`src/hw/mas_consts.svh`:
```
// Functional notes
// - address low word; bit0 unicast/multicast first bit
// - hold 16-bit type id, compare received type
// - interface-select one means reduced mode
// - clock enable gates transceiver input clock
// - counter read returns value then clears
// - counters saturate at all ones
// - receive counters count only while enabled
// - counter writes need control bit 7
// - 16-bit good pause frame counter
// - configuration bit 8 raises limit to 1536
// - 24-bit sent-ok frame counter
// - 16-bit single collision frame counter
`ifndef MAS_CONSTS_SVH
`define MAS_CONSTS_SVH
`define MAS_OFF_SA2_LO   12'h000
`define MAS_OFF_SA2_HI   12'h004
`define MAS_OFF_SA3_LO   12'h008
`define MAS_OFF_SA3_HI   12'h00C
`define MAS_OFF_SA4_LO   12'h010
`define MAS_OFF_SA4_HI   12'h014
`define MAS_OFF_TYPE     12'h018
`define MAS_OFF_PHYCTL   12'h01C
`define MAS_OFF_PAUSE    12'h020
`define MAS_OFF_SENT     12'h024
`define MAS_OFF_ONECOL   12'h028
`define MAS_OFF_CTRL     12'h02C
`define MAS_OFF_STATUS   12'h030
`define MAS_CTRL_RXEN    0
`define MAS_CTRL_STATWE  7
`define MAS_CTRL_JUMBO   8
`define MAS_PHY_RMII     0
`define MAS_PHY_XCLK     1
`define MAS_MIN_LEN      16'h0040
`define MAS_MAX_LEN      16'h05EE
`define MAS_MAX_LEN_BIG  16'h0600
`define MAS_PAUSE_W      16
`define MAS_SENT_W       24
`define MAS_ONECOL_W     16
`define MAS_ONE_COLL     5'h01
`define MAS_ZERO32       32'h0000_0000
`endif

```
`src/hw/mas_pkg.sv`:
```
package mas_pkg;
  // one received frame report from the receive engine
  typedef struct packed {
    logic        done;     // one-cycle end of frame
    logic        is_pause; // pause frame
    logic [15:0] len;      // length in bytes
    logic        fcs_err;
    logic        align_err;
    logic        sym_err;
    logic [15:0] type_len; // type/length field
  } mas_rx_evt_t;
  // one transmit completion report
  typedef struct packed {
    logic       done;      // one-cycle end of attempt
    logic       underrun;
    logic       retry_lim;
    logic [4:0] collisions;
  } mas_tx_evt_t;
endpackage : mas_pkg

```
`src/hw/mas_top.sv`:
```
`timescale 1ns/10ps
`include "mas_consts.svh"
// address match, type compare, phy mode and first statistics counters
module mas_top
  import mas_pkg::*;
(
  input  wire logic        pclk,
  input  wire logic        presetn,
  input  wire logic        psel,
  input  wire logic        penable,
  input  wire logic        pwrite,
  input  wire logic [11:0] paddr,
  input  wire logic [31:0] pwdata,
  output logic      [31:0] prdata,
  output logic             pready,
  output logic             pslverr,
  input  wire logic        tx_clk_pin,  // transceiver clock from the pin
  input  wire mas_rx_evt_t rx_evt,      // same-clock receive report
  input  wire mas_tx_evt_t tx_evt,      // same-clock transmit report
  input  wire logic [47:0] rx_dest,     // destination of current frame
  output logic             rmii_mode,   // reduced interface selected
  output logic             xcvr_clk_en, // gated transceiver clock pulse
  output logic [2:0]       addr_hit,    // match of address two..four
  output logic             type_hit     // type field equals programmed value
);
  typedef struct packed {
    logic [31:0] sa_lo2;
    logic [15:0] sa_hi2;
    logic [31:0] sa_lo3;
    logic [15:0] sa_hi3;
    logic [31:0] sa_lo4;
    logic [15:0] sa_hi4;
    logic [15:0] type_identifier_value;
    logic        rmii;
    logic        transceiver_clock_enable;
    logic        rx_enable;
    logic        stat_wr_enable;
    logic        jumbo;
    logic        clk_prev;
    logic        clk_pulse;
    logic [2:0]  hit;
    logic        thit;
    logic [31:0] rdata;
  } mas_top_st_t;
  mas_top_st_t st_reg;
  mas_top_st_t st_next;

  // register map, byte offsets on the 32-bit register bus:
  //   0x00 / 0x04  address slot two, low word then high word
  //   0x08 / 0x0C  address slot three, low word then high word
  //   0x10 / 0x14  address slot four, low word then high word
  //   0x18         programmed type value, low sixteen bits
  //   0x1C         interface mode and transceiver clock enable
  //   0x20         good pause frame counter, clear on read
  //   0x24         sent-ok frame counter, clear on read
  //   0x28         one-collision frame counter, clear on read
  //   0x2C         receive enable, counter write enable, jumbo length
  //   0x30         match flags of the last received frame
  // only whole aligned words are decoded; any other offset is refused
  // with pslverr and leaves every register as it was

  // bus phase decode
  logic                     acc;        // access phase completing
  logic                     wr_acc;     // write access completing
  logic                     rd_setup;   // read setup: snapshot and clear
  // transceiver clock path
  logic                     clk_s;      // synchronised transceiver clock
  // frame qualification for the statistics counters
  logic                     good_rx;    // length and error tests passed
  logic [15:0]              max_len;    // upper length limit in force
  // counter values as they stand
  logic [`MAS_PAUSE_W-1:0]  pause_val;  // good pause frames
  logic [`MAS_SENT_W-1:0]   sent_val;   // frames sent ok
  logic [`MAS_ONECOL_W-1:0] onecol_val; // frames sent after one collision
  // one-cycle count requests
  logic                     pause_inc;  // count one pause frame
  logic                     sent_inc;   // count one sent frame
  logic                     onecol_inc; // count one single-collision frame
  // software side of the counters
  logic                     stat_we;    // counter write permitted
  logic                     pause_clr;  // pause counter read
  logic                     sent_clr;   // sent counter read
  logic                     onecol_clr; // one-collision counter read
  logic                     pause_wr;   // pause counter written
  logic                     sent_wr;    // sent counter written
  logic                     onecol_wr;  // one-collision counter written

  // known offset check, used by the error response
  function automatic logic mapped(input logic [11:0] a);
    case (a)
      `MAS_OFF_SA2_LO, `MAS_OFF_SA2_HI, `MAS_OFF_SA3_LO, `MAS_OFF_SA3_HI,
      `MAS_OFF_SA4_LO, `MAS_OFF_SA4_HI, `MAS_OFF_TYPE, `MAS_OFF_PHYCTL,
      `MAS_OFF_PAUSE, `MAS_OFF_SENT, `MAS_OFF_ONECOL, `MAS_OFF_CTRL,
      `MAS_OFF_STATUS: mapped = 1'b1;
      default:         mapped = 1'b0;
    endcase
  endfunction : mapped

  // one register selected; shared by the counter read and write strobes
  function automatic logic at_off(input logic [11:0] a, input logic [11:0] off);
    at_off = (a == off);
  endfunction : at_off

  // 48-bit address compare; bit 0 of the low word is the first bit on the
  // wire, which is also the unicast / multicast flag of the frame
  function automatic logic addr_eq(input logic [31:0] lo, input logic [15:0] hi,
                                   input logic [47:0] d);
    addr_eq = (d == {hi, lo});
  endfunction : addr_eq

  // transceiver clock pin crosses into the pclk domain through two flops;
  // the pin runs far below pclk, so every pin edge is seen exactly once
  mas_sync u_clk_sync (
    .pclk    (pclk),
    .presetn (presetn),
    .din     (tx_clk_pin),
    .dout    (clk_s)
  );

  // bus phase decode
  // pready is tied high, so every access phase lasts exactly one cycle
  assign acc      = psel && penable;
  assign wr_acc   = acc && pwrite;
  // read data is captured at the setup edge; the counters clear at that
  // same edge, so an event landing between snapshot and clear is never lost
  assign rd_setup = psel && !penable && !pwrite;

  // frame length window widens with the jumbo bit
  assign max_len = st_reg.jumbo ? `MAS_MAX_LEN_BIG : `MAS_MAX_LEN;
  // a good frame is inside the window and carries no error flag
  assign good_rx = rx_evt.done && (rx_evt.len >= `MAS_MIN_LEN) &&
                   (rx_evt.len <= max_len) && !rx_evt.fcs_err &&
                   !rx_evt.align_err && !rx_evt.sym_err;
  // receive counting only while receive is enabled
  assign pause_inc  = good_rx && rx_evt.is_pause && st_reg.rx_enable;
  // a sent frame had no underrun and stayed inside the retry limit
  assign sent_inc   = tx_evt.done && !tx_evt.underrun && !tx_evt.retry_lim;
  // exactly one collision on an otherwise good transmission
  assign onecol_inc = sent_inc && (tx_evt.collisions == `MAS_ONE_COLL);

  // counters writable only with the statistics write bit; without it the
  // write still completes on the bus but the counter keeps its value
  assign stat_we    = wr_acc && st_reg.stat_wr_enable;
  assign pause_wr   = stat_we && at_off(paddr, `MAS_OFF_PAUSE);
  assign sent_wr    = stat_we && at_off(paddr, `MAS_OFF_SENT);
  assign onecol_wr  = stat_we && at_off(paddr, `MAS_OFF_ONECOL);
  // read side effect, one strobe per counter
  assign pause_clr  = rd_setup && at_off(paddr, `MAS_OFF_PAUSE);
  assign sent_clr   = rd_setup && at_off(paddr, `MAS_OFF_SENT);
  assign onecol_clr = rd_setup && at_off(paddr, `MAS_OFF_ONECOL);

  // good pause frames; counts only receive-side events
  // software should read it before it sticks at all ones
  mas_stat_counter #(.W(`MAS_PAUSE_W)) u_pause (
    .pclk    (pclk),
    .presetn (presetn),
    .inc     (pause_inc),
    .rd_clr  (pause_clr),
    .wr_en   (pause_wr),
    .wr_data (pwdata[`MAS_PAUSE_W-1:0]),
    .value   (pause_val)
  );

  // frames sent without underrun or retry overflow
  // the widest counter, it fills the low three bytes of its word
  mas_stat_counter #(.W(`MAS_SENT_W)) u_sent (
    .pclk    (pclk),
    .presetn (presetn),
    .inc     (sent_inc),
    .rd_clr  (sent_clr),
    .wr_en   (sent_wr),
    .wr_data (pwdata[`MAS_SENT_W-1:0]),
    .value   (sent_val)
  );

  // frames sent after exactly one collision
  // every event here is also counted as a sent frame
  mas_stat_counter #(.W(`MAS_ONECOL_W)) u_onecol (
    .pclk    (pclk),
    .presetn (presetn),
    .inc     (onecol_inc),
    .rd_clr  (onecol_clr),
    .wr_en   (onecol_wr),
    .wr_data (pwdata[`MAS_ONECOL_W-1:0]),
    .value   (onecol_val)
  );

  // one combinational copy of the whole register state:
  //   1. software writes of the plain registers
  //   2. read data snapshot in the setup cycle
  //   3. edge detect and gate of the transceiver clock
  //   4. address and type match at the end of each frame
  always_comb begin
    st_next = st_reg;
    // 1. plain register writes; counters are written inside their own modules
    if (wr_acc) begin
      case (paddr)
        `MAS_OFF_SA2_LO: st_next.sa_lo2 = pwdata;
        // high words keep sixteen bits; the upper half is not stored at all
        `MAS_OFF_SA2_HI: st_next.sa_hi2 = pwdata[15:0];
        `MAS_OFF_SA3_LO: st_next.sa_lo3 = pwdata;
        `MAS_OFF_SA3_HI: st_next.sa_hi3 = pwdata[15:0];
        `MAS_OFF_SA4_LO: st_next.sa_lo4 = pwdata;
        `MAS_OFF_SA4_HI: st_next.sa_hi4 = pwdata[15:0];
        // type value for the compare against the type/length field
        `MAS_OFF_TYPE:   st_next.type_identifier_value = pwdata[15:0];
        // interface mode and clock gate; bits above one are ignored
        `MAS_OFF_PHYCTL: begin
          st_next.rmii                     = pwdata[`MAS_PHY_RMII];
          st_next.transceiver_clock_enable = pwdata[`MAS_PHY_XCLK];
        end
        // local stand-in for the network control and configuration bits
        `MAS_OFF_CTRL: begin
          st_next.rx_enable      = pwdata[`MAS_CTRL_RXEN];
          st_next.stat_wr_enable = pwdata[`MAS_CTRL_STATWE];
          st_next.jumbo          = pwdata[`MAS_CTRL_JUMBO];
        end
        default: ; // counters, status and unmapped offsets
      endcase
    end
    // 2. read data is registered at the setup edge and stands through the
    //    access cycle; outside a read it returns to zero
    st_next.rdata = `MAS_ZERO32;
    if (rd_setup) begin
      case (paddr)
        `MAS_OFF_SA2_LO: st_next.rdata = st_reg.sa_lo2;
        // reserved upper halves read as zero
        `MAS_OFF_SA2_HI: st_next.rdata = {16'h0000, st_reg.sa_hi2};
        `MAS_OFF_SA3_LO: st_next.rdata = st_reg.sa_lo3;
        `MAS_OFF_SA3_HI: st_next.rdata = {16'h0000, st_reg.sa_hi3};
        `MAS_OFF_SA4_LO: st_next.rdata = st_reg.sa_lo4;
        `MAS_OFF_SA4_HI: st_next.rdata = {16'h0000, st_reg.sa_hi4};
        `MAS_OFF_TYPE:   st_next.rdata = {16'h0000, st_reg.type_identifier_value};
        `MAS_OFF_PHYCTL: st_next.rdata = {30'h0,
                                          st_reg.transceiver_clock_enable, st_reg.rmii};
        // counters: the snapshot is taken at the edge that clears them
        `MAS_OFF_PAUSE:  st_next.rdata = {16'h0000, pause_val};
        `MAS_OFF_SENT:   st_next.rdata = {8'h00, sent_val};
        `MAS_OFF_ONECOL: st_next.rdata = {16'h0000, onecol_val};
        `MAS_OFF_CTRL:   st_next.rdata = {23'h0, st_reg.jumbo, st_reg.stat_wr_enable,
                                          6'h00, st_reg.rx_enable};
        // match flags of the last frame, type flag above the address flags
        `MAS_OFF_STATUS: st_next.rdata = {28'h000_0000, st_reg.thit, st_reg.hit};
        default:         st_next.rdata = `MAS_ZERO32;
      endcase
    end
    // 3. rising edge of the synchronised transceiver clock, one pulse per
    //    edge, passed only while the clock enable bit is set; the pulse
    //    lags the pin by the two synchroniser flops and the edge detector
    st_next.clk_prev  = clk_s;
    st_next.clk_pulse = clk_s && !st_reg.clk_prev &&
                        st_reg.transceiver_clock_enable;
    // 4. matches are sampled at the end of each received frame and hold
    //    until the next one; software sees them in the status word
    if (rx_evt.done) begin
      st_next.hit[0] = addr_eq(st_reg.sa_lo2, st_reg.sa_hi2, rx_dest);
      st_next.hit[1] = addr_eq(st_reg.sa_lo3, st_reg.sa_hi3, rx_dest);
      st_next.hit[2] = addr_eq(st_reg.sa_lo4, st_reg.sa_hi4, rx_dest);
      st_next.thit   = (rx_evt.type_len == st_reg.type_identifier_value);
    end
  end

  // state register; reset clears every field, so the mode is full MII,
  // the transceiver clock is gated off and all match flags are low
  always_ff @(posedge pclk or negedge presetn) begin
    if (!presetn) begin
      st_reg <= '0;
    end else begin
      st_reg <= st_next;
    end
  end

  // bus answer
  assign prdata      = st_reg.rdata;
  assign pready      = 1'b1;                  // zero wait states
  assign pslverr     = acc && !mapped(paddr); // unmapped offset refused
  // link side and match results, all straight from flops
  assign rmii_mode   = st_reg.rmii;
  assign xcvr_clk_en = st_reg.clk_pulse;
  assign addr_hit    = st_reg.hit;
  assign type_hit    = st_reg.thit;
endmodule : mas_top

```
`src/hw/mas_sync.sv`:
```
`timescale 1ns/10ps
// two-flop synchroniser; first flop read only by the second
module mas_sync
  import mas_pkg::*;
(
  input  wire logic pclk,
  input  wire logic presetn,
  input  wire logic din,
  output logic      dout
);
  typedef struct packed {
    logic s1;
    logic s2;
  } mas_sync_st_t;
  mas_sync_st_t st_reg;
  mas_sync_st_t st_next;

  // shift one place per clock
  always_comb begin
    st_next    = st_reg;
    st_next.s1 = din;
    st_next.s2 = st_reg.s1;
  end

  always_ff @(posedge pclk or negedge presetn) begin
    if (!presetn) begin
      st_reg <= '0;
    end else begin
      st_reg <= st_next;
    end
  end

  assign dout = st_reg.s2;
endmodule : mas_sync

```
`src/hw/mas_stat_counter.sv`:
```
`timescale 1ns/10ps
// saturating clear-on-read statistics counter
module mas_stat_counter
  import mas_pkg::*;
#(
  parameter int W = 16
) (
  input  wire logic         pclk,
  input  wire logic         presetn,
  input  wire logic         inc,      // one counted event
  input  wire logic         rd_clr,   // read setup phase, same edge as the snapshot
  input  wire logic         wr_en,    // permitted software write
  input  wire logic [W-1:0] wr_data,
  output logic      [W-1:0] value
);
  typedef struct packed {
    logic [W-1:0] cnt;
  } mas_cnt_st_t;
  mas_cnt_st_t st_reg;
  mas_cnt_st_t st_next;

  // write beats read-clear; an event in the clearing cycle is kept as one
  always_comb begin
    st_next = st_reg;
    if (wr_en) begin
      st_next.cnt = wr_data;
    end else if (rd_clr) begin
      st_next.cnt = inc ? W'(1) : '0;
    end else if (inc && (st_reg.cnt != '1)) begin
      st_next.cnt = st_reg.cnt + W'(1);
    end
  end

  always_ff @(posedge pclk or negedge presetn) begin
    if (!presetn) begin
      st_reg <= '0;
    end else begin
      st_reg <= st_next;
    end
  end

  assign value = st_reg.cnt;
endmodule : mas_stat_counter

```
`config.mk`:
```
export PLATFORM = sky130hd
export DESIGN_NAME = mas_top
export DESIGN_NICKNAME = d
export VERILOG_FILES = /design/src/hw/mas_pkg.sv /design/src/hw/mas_top.sv /design/src/hw/mas_sync.sv /design/src/hw/mas_stat_counter.sv
export VERILOG_INCLUDE_DIRS = /design/src /design/src/hw
export SDC_FILE = /design/constraint.sdc
export NUM_CORES = 1
export LEC_CHECK = 0
export BUFFER_PORTS_ARGS = -buffer_cell sky130_fd_sc_hd__buf_2
export CAP_MARGIN = 15
export CORE_MARGIN = 1.5
export CORE_UTILIZATION = 55
export DETAILED_ROUTE_END_ITERATION = 6
export GPL_TIMING_DRIVEN = 0
export MAX_ROUTING_LAYER = met4
export PLACE_DENSITY = 0.76
export SLEW_MARGIN = 20
export SYNTH_ARGS = -nofsm -noshare
export SYNTH_HDL_FRONTEND = slang
export SYNTH_SLANG_ARGS = --single-unit
```
`constraint.sdc`:
```
create_clock -name pclk -period 5.84 [get_ports pclk]
set_clock_uncertainty 0.15 [all_clocks]
set_input_delay 1.168 -clock pclk [delete_from_list [all_inputs] [get_ports pclk]]
set_output_delay 1.168 -clock pclk [all_outputs]
set_load 0.05 [all_outputs]
```
## Word-level counts from Yosys, hierarchy flattened

Memories as Yosys holds them, arrays and structs flattened.
Cells that the tools add are included.

| storage, ports and cells | value |
|---|---|
| logic and storage cells | 114 |
| RAM bits | 0 |
| bits of input ports | 143 |
| output and inout port bits | 40 |
| memory bits (read-only) | 64 |
| flip-flop bits (word level) | 261 |
| memories | 1 |
| latch bits | 0 |

| cells by class | value |
|---|---|
| bitwise operators | 0 |
| mux-type cells | 16 |
| shifts and indexed selects | 0 |
| add/sub/neg operators | 3 |
| multiply operators | 0 |
| equality and inequality tests | 20 |
| div/mod/pow operators | 0 |
| reductions and logical operators | 50 |
| $lt $le $gt $ge | 2 |

Memory list:

| memory | words | width | rd ports | clocked after Yosys merged registers in | wr ports | line | text |
|---|---|---|---|---|---|---|---|
| (name not given) | 64 | 1 | 1 | 0 | 0 | mas_top.sv:90 | `case (a)` |

Operators by type and width:

| cell | count |
|---|---|
| $pmux 32 s13 | 1 |
| $eq 48x48->1 | 3 |
| $mux 16 | 6 |
| $mux 24 | 3 |
| $eq 12x6->1 const B | 5 |
| $eq 12x5->1 const B | 4 |
| $add 16x1->16 const B | 2 |
| $mux 32 | 1 |
| $ne 16x16->1 const B | 2 |
| $logic_and 1x1->1 | 27 |
| $add 24x1->24 const B | 1 |
| $eq 12x4->1 const B | 2 |
| $ne 24x24->1 const B | 1 |
| $reduce_and 2->1 | 9 |
| $eq 16x16->1 | 1 |
| $ge 16x7->1 const B | 1 |
| $le 16x11->1 | 1 |
| $eq 12x3->1 const B | 1 |
| $logic_not 12->1 | 1 |
| $mux 10 | 1 |
| $logic_not 1->1 | 9 |
| $reduce_bool 3->1 | 3 |
| $logic_not 6->1 | 1 |
| $eq 5x1->1 const B | 1 |
| $mux 1 | 4 |

## Depth between registers and ports, before layout

| logic depth | value |
|---|---|
| word-level depth | 12 |
| depth in mapped cells | 10 |

## Modules after synthesis

Synthesis repeated with hierarchy kept, for this count alone.

| unflattened totals | value |
|---|---|
| cells, all modules | 1447 |
| area, all modules | 15258.4 sq um |

By module, submodules not included:

| module | sequential area each (sq um) | area each (sq um) | cells each | times used |
|---|---|---|---|---|
| mas_top | 5079.9 | 11469.8 | 988 | 1 |
| mas_stat_counter at u_onecol ... | 400.4 | 1051.0 | 126 | 2 |
| mas_stat_counter at u_sent | 600.6 | 1636.6 | 205 | 1 |
| mas_sync | 50.0 | 50.0 | 2 | 1 |

## Worst setup path after synthesis

OpenSTA, ideal clock, no wires.

| timing | value |
|---|---|
| kind | input port to output port |
| from | in paddr[2] |
| to | out pslverr |
| slack | 2191 ps |
| path buffers | 1 |
| stages | 4 |
| data arrival time | 2331 ps |
| required time | 4522 ps |
| cells stage by stage | clkbuf_1 > nor2_1 > o21ai_0 > and3_1 |

| on the way | value |
|---|---|
| longest elaborated chain between the ends | 4 |

Ends and longest elaborated chain:

| element | line | text |
|---|---|---|
| start, declared | mas_top.sv:12 | `input wire logic [11:0] paddr,` |
| $mem_v2 64x1 | -- |  |
| $mux 1 | mas_top.sv:90 |  |
| $logic_not 1->1 | mas_top.sv:276 | `assign pslverr = acc && !mapped(paddr);` |
| $logic_and 1x1->1 | mas_top.sv:276 |  |
| end, declared | mas_top.sv:16 | `output logic pslverr,` |

No other way between the ends.

==> results_dict.tcl <==
set metrics [dict create \
    synth_area_leaders "dfrtp_1 (43%), mux2_2 (12%), xor2_1 (4.6%), xnor2_1 (3.6%), a21oi_1 (3.3%)" \
    maxCapViolCount 0 \
    track_usage 0.418 \
    cts_max_path_buffers 3 \
    post-cts-setup-buffer-count 0 \
    yosys_warnings 0 \
    synth.avg_cell_area_sq_um 10.1 \
    vdd_ir_drop_max_v 0.000226 \
    row_count 60 \
    crit_required_ns 6.11 \
    reg2reg_slack_ns 2.55 \
    fin_cells 2123 \
    hold_buffers 0 \
    core_sq_um 27200 \
    wl_met1_mm 22.8 \
    synth_cell_types 77 \
    hold_viol 0 \
    start_util 0.564 \
    cp.arrival_ns 4.88 \
    clk_latency_ns 0.57 \
    leakage_nw 8.17 \
    vias 14300 \
    htreeDepth 1 \
    die_h_um 170 \
    cp-end-kind "flop" \
    numCtsBuffers 29 \
    synth_area_sq_um 15300 \
    drive_gt1_frac 0.275 \
    wl_per_cell_um 27.8 \
    total_power_mw 4.17 \
    post_dp_cell_area_sq_um 16800 \
    place_hpwl_mm 43.7 \
    grt_pass1_wl_mm 85.7 \
    avgViaCountPerCell 6.73 \
    drt_wl_total_mm 59.0 \
    ys.flop_type "dfrtp_1" \
    rsz0062_at_grt "false" \
    worstPathMaxFanout 10 \
    setup_tns_ns 0 \
    cts_resized 0 \
    clock_sinks 261 \
    die_w_um 170 \
    failed_checks "DRC" \
    hold_path_class "flop to flop" \
    worstMarginPinSlew_ns 1.24 \
    finalNetCount 1881 \
    dr.first_iter.drc_count 2278 \
    synth-edff-count 0 \
    clkTransAtPathRegs_ns 0.07 \
    drc 1 \
    drt-pass1-iter-count 7 \
    fin_crit_ns 4.61 \
    startpoint_type "primary input" \
    setup_viol 0 \
    io_pins 183 \
    slew_viol_final 0 \
    whs_path_depth 0 \
    final_cell_mix "dfrtp_1 (261), buf_2 (199), mux2_2 (157), nand2_1 (103), a21oi_1 (101)" \
    cts_tree "yes" \
    outcome "complete, but fails checks" \
    slew_headroom 0.173 \
    io_buffers 179 \
    largest_register_ffs 165 \
    die_area_sq_um 28900 \
    grt_max_degree 89 \
    gp_congestion 1.05 \
    syn2layout_area_growth_pct 16.1 \
    gr-total-overflow 0 \
    p_per_area_nw_per_um2 234 \
    fmaxAchievable_ghz 0.217 \
    postRouteAntennaNets 0 \
    place_ws_ns 0.941 \
    syn_inst 1514 \
    synth_largest_area_cell "dfrtp_1" \
    ys_seq_area_frac 0.426 \
    finalWorstSetupSlack_ns 1.23 \
    wl_met3_mm 7.04 \
    ys_ff_latch 261 \
    syn-num-nets 1668 \
    met2_length_mm 25.9 \
    top_layer_used "met4" \
    antenna_found_initial 2 \
    grt_pass1_vias 13600 \
    cts_root_buffer "clkbuf_16" \
    crit_type "primary input to flop" \
    synth.top_cell.area_share 0.426 \
    r2r_cells 9 \
    period_share 0.790 \
    dp_cells 2068 \
    mostFrequentLayoutCell "dfrtp_1" \
    fin_area_sq_um 17800 \
    synthArstFlopShare 1.00 \
]
-- metrics by stage --
stage	hold slack [ns]	util
finish	0.207	0.655
global route	0.213	0.655
CTS	0.213	0.654
detailed placement	0.190	0.617
global placement	0.198	0.614
floorplan	0.181	-
-- worst max-delay path: stages --
cell      delay [ns]
buf_2           0.11
buf_1           0.69
buf_1           0.83
buf_1           0.98
mux2i_1         0.36
o21ai_0         0.28
a221oi_1        0.36
nor2_1          0.08
-- power breakdown --
part | internal [mW] | switching (mW) | leakage [nW] | total (mW)
clock network | 1.16 | 0.792 | 0.501 | 1.95
logic | 0.116 | 0.246 | 4.13 | 0.361
registers | 1.82 | 0.0314 | 3.53 | 1.86
total | 3.10 | 1.07 | 8.17 | 4.17
-- kinds of logic after synthesis --
logic type               after synthesis  share of synthesized area
multiplexers                         198                      0.146
flip-flops                           261                      0.426
AO/OA/AOI/OAI                        351                      0.149
buffers and inverters                164                     0.0514
other                                  1                   0.000245
XOR/XNOR                             143                     0.0817
adder cells (fa/ha/maj)               11                    0.00898
AND/OR/NAND/NOR                      385                      0.136
-- worst paths after layout --
kind,startpoint,endpoint
max,paddr[3],prdata[5]
min in group asynchronous,presetn,u_pause.value[2]
max reg2reg,u_sent.value[1],u_sent.value[5]
min reg2reg,u_clk_sync.st_next[0],u_clk_sync.dout
max in group asynchronous,presetn,prdata[31]
min,u_clk_sync.st_next[0],u_clk_sync.dout
-- cells in the mapped netlist (24+ instances only) --
library cell and n:
a21oi_1 101, a22oi_1 39, buf_4 37, clkbuf_1 56, dfrtp_1 261, inv_1 39
mux2_2 157, mux2i_1 30, nand2_1 103, nand3_1 41, nand4_1 35, nor2_1 63
nor3_1 24, nor4_1 27, o21ai_0 66, xnor2_1 63, xor2_1 80
-- layout make-up --
cell class	count	area, sq um
Fill cell	2282	9390
Multi-Input combinational cell	1089	8000
Sequential cell	261	6530
Timing Repair Buffer	182	988
Clock buffer	39	813
Buffer	125	642
Tap cell	372	465
Clock inverter	15	194
Inverter	39	146
Antenna cell	1	2.50
-- layer usage --
layer | vias up | track usage
li1 | 6000 | -
met4 | 0 | 0.182
met5 | - | -
met2 | 1076 | 0.621
met1 | 6981 | 0.543
met3 | 234 | 0.103
Power figures use the tool's default switching activity.
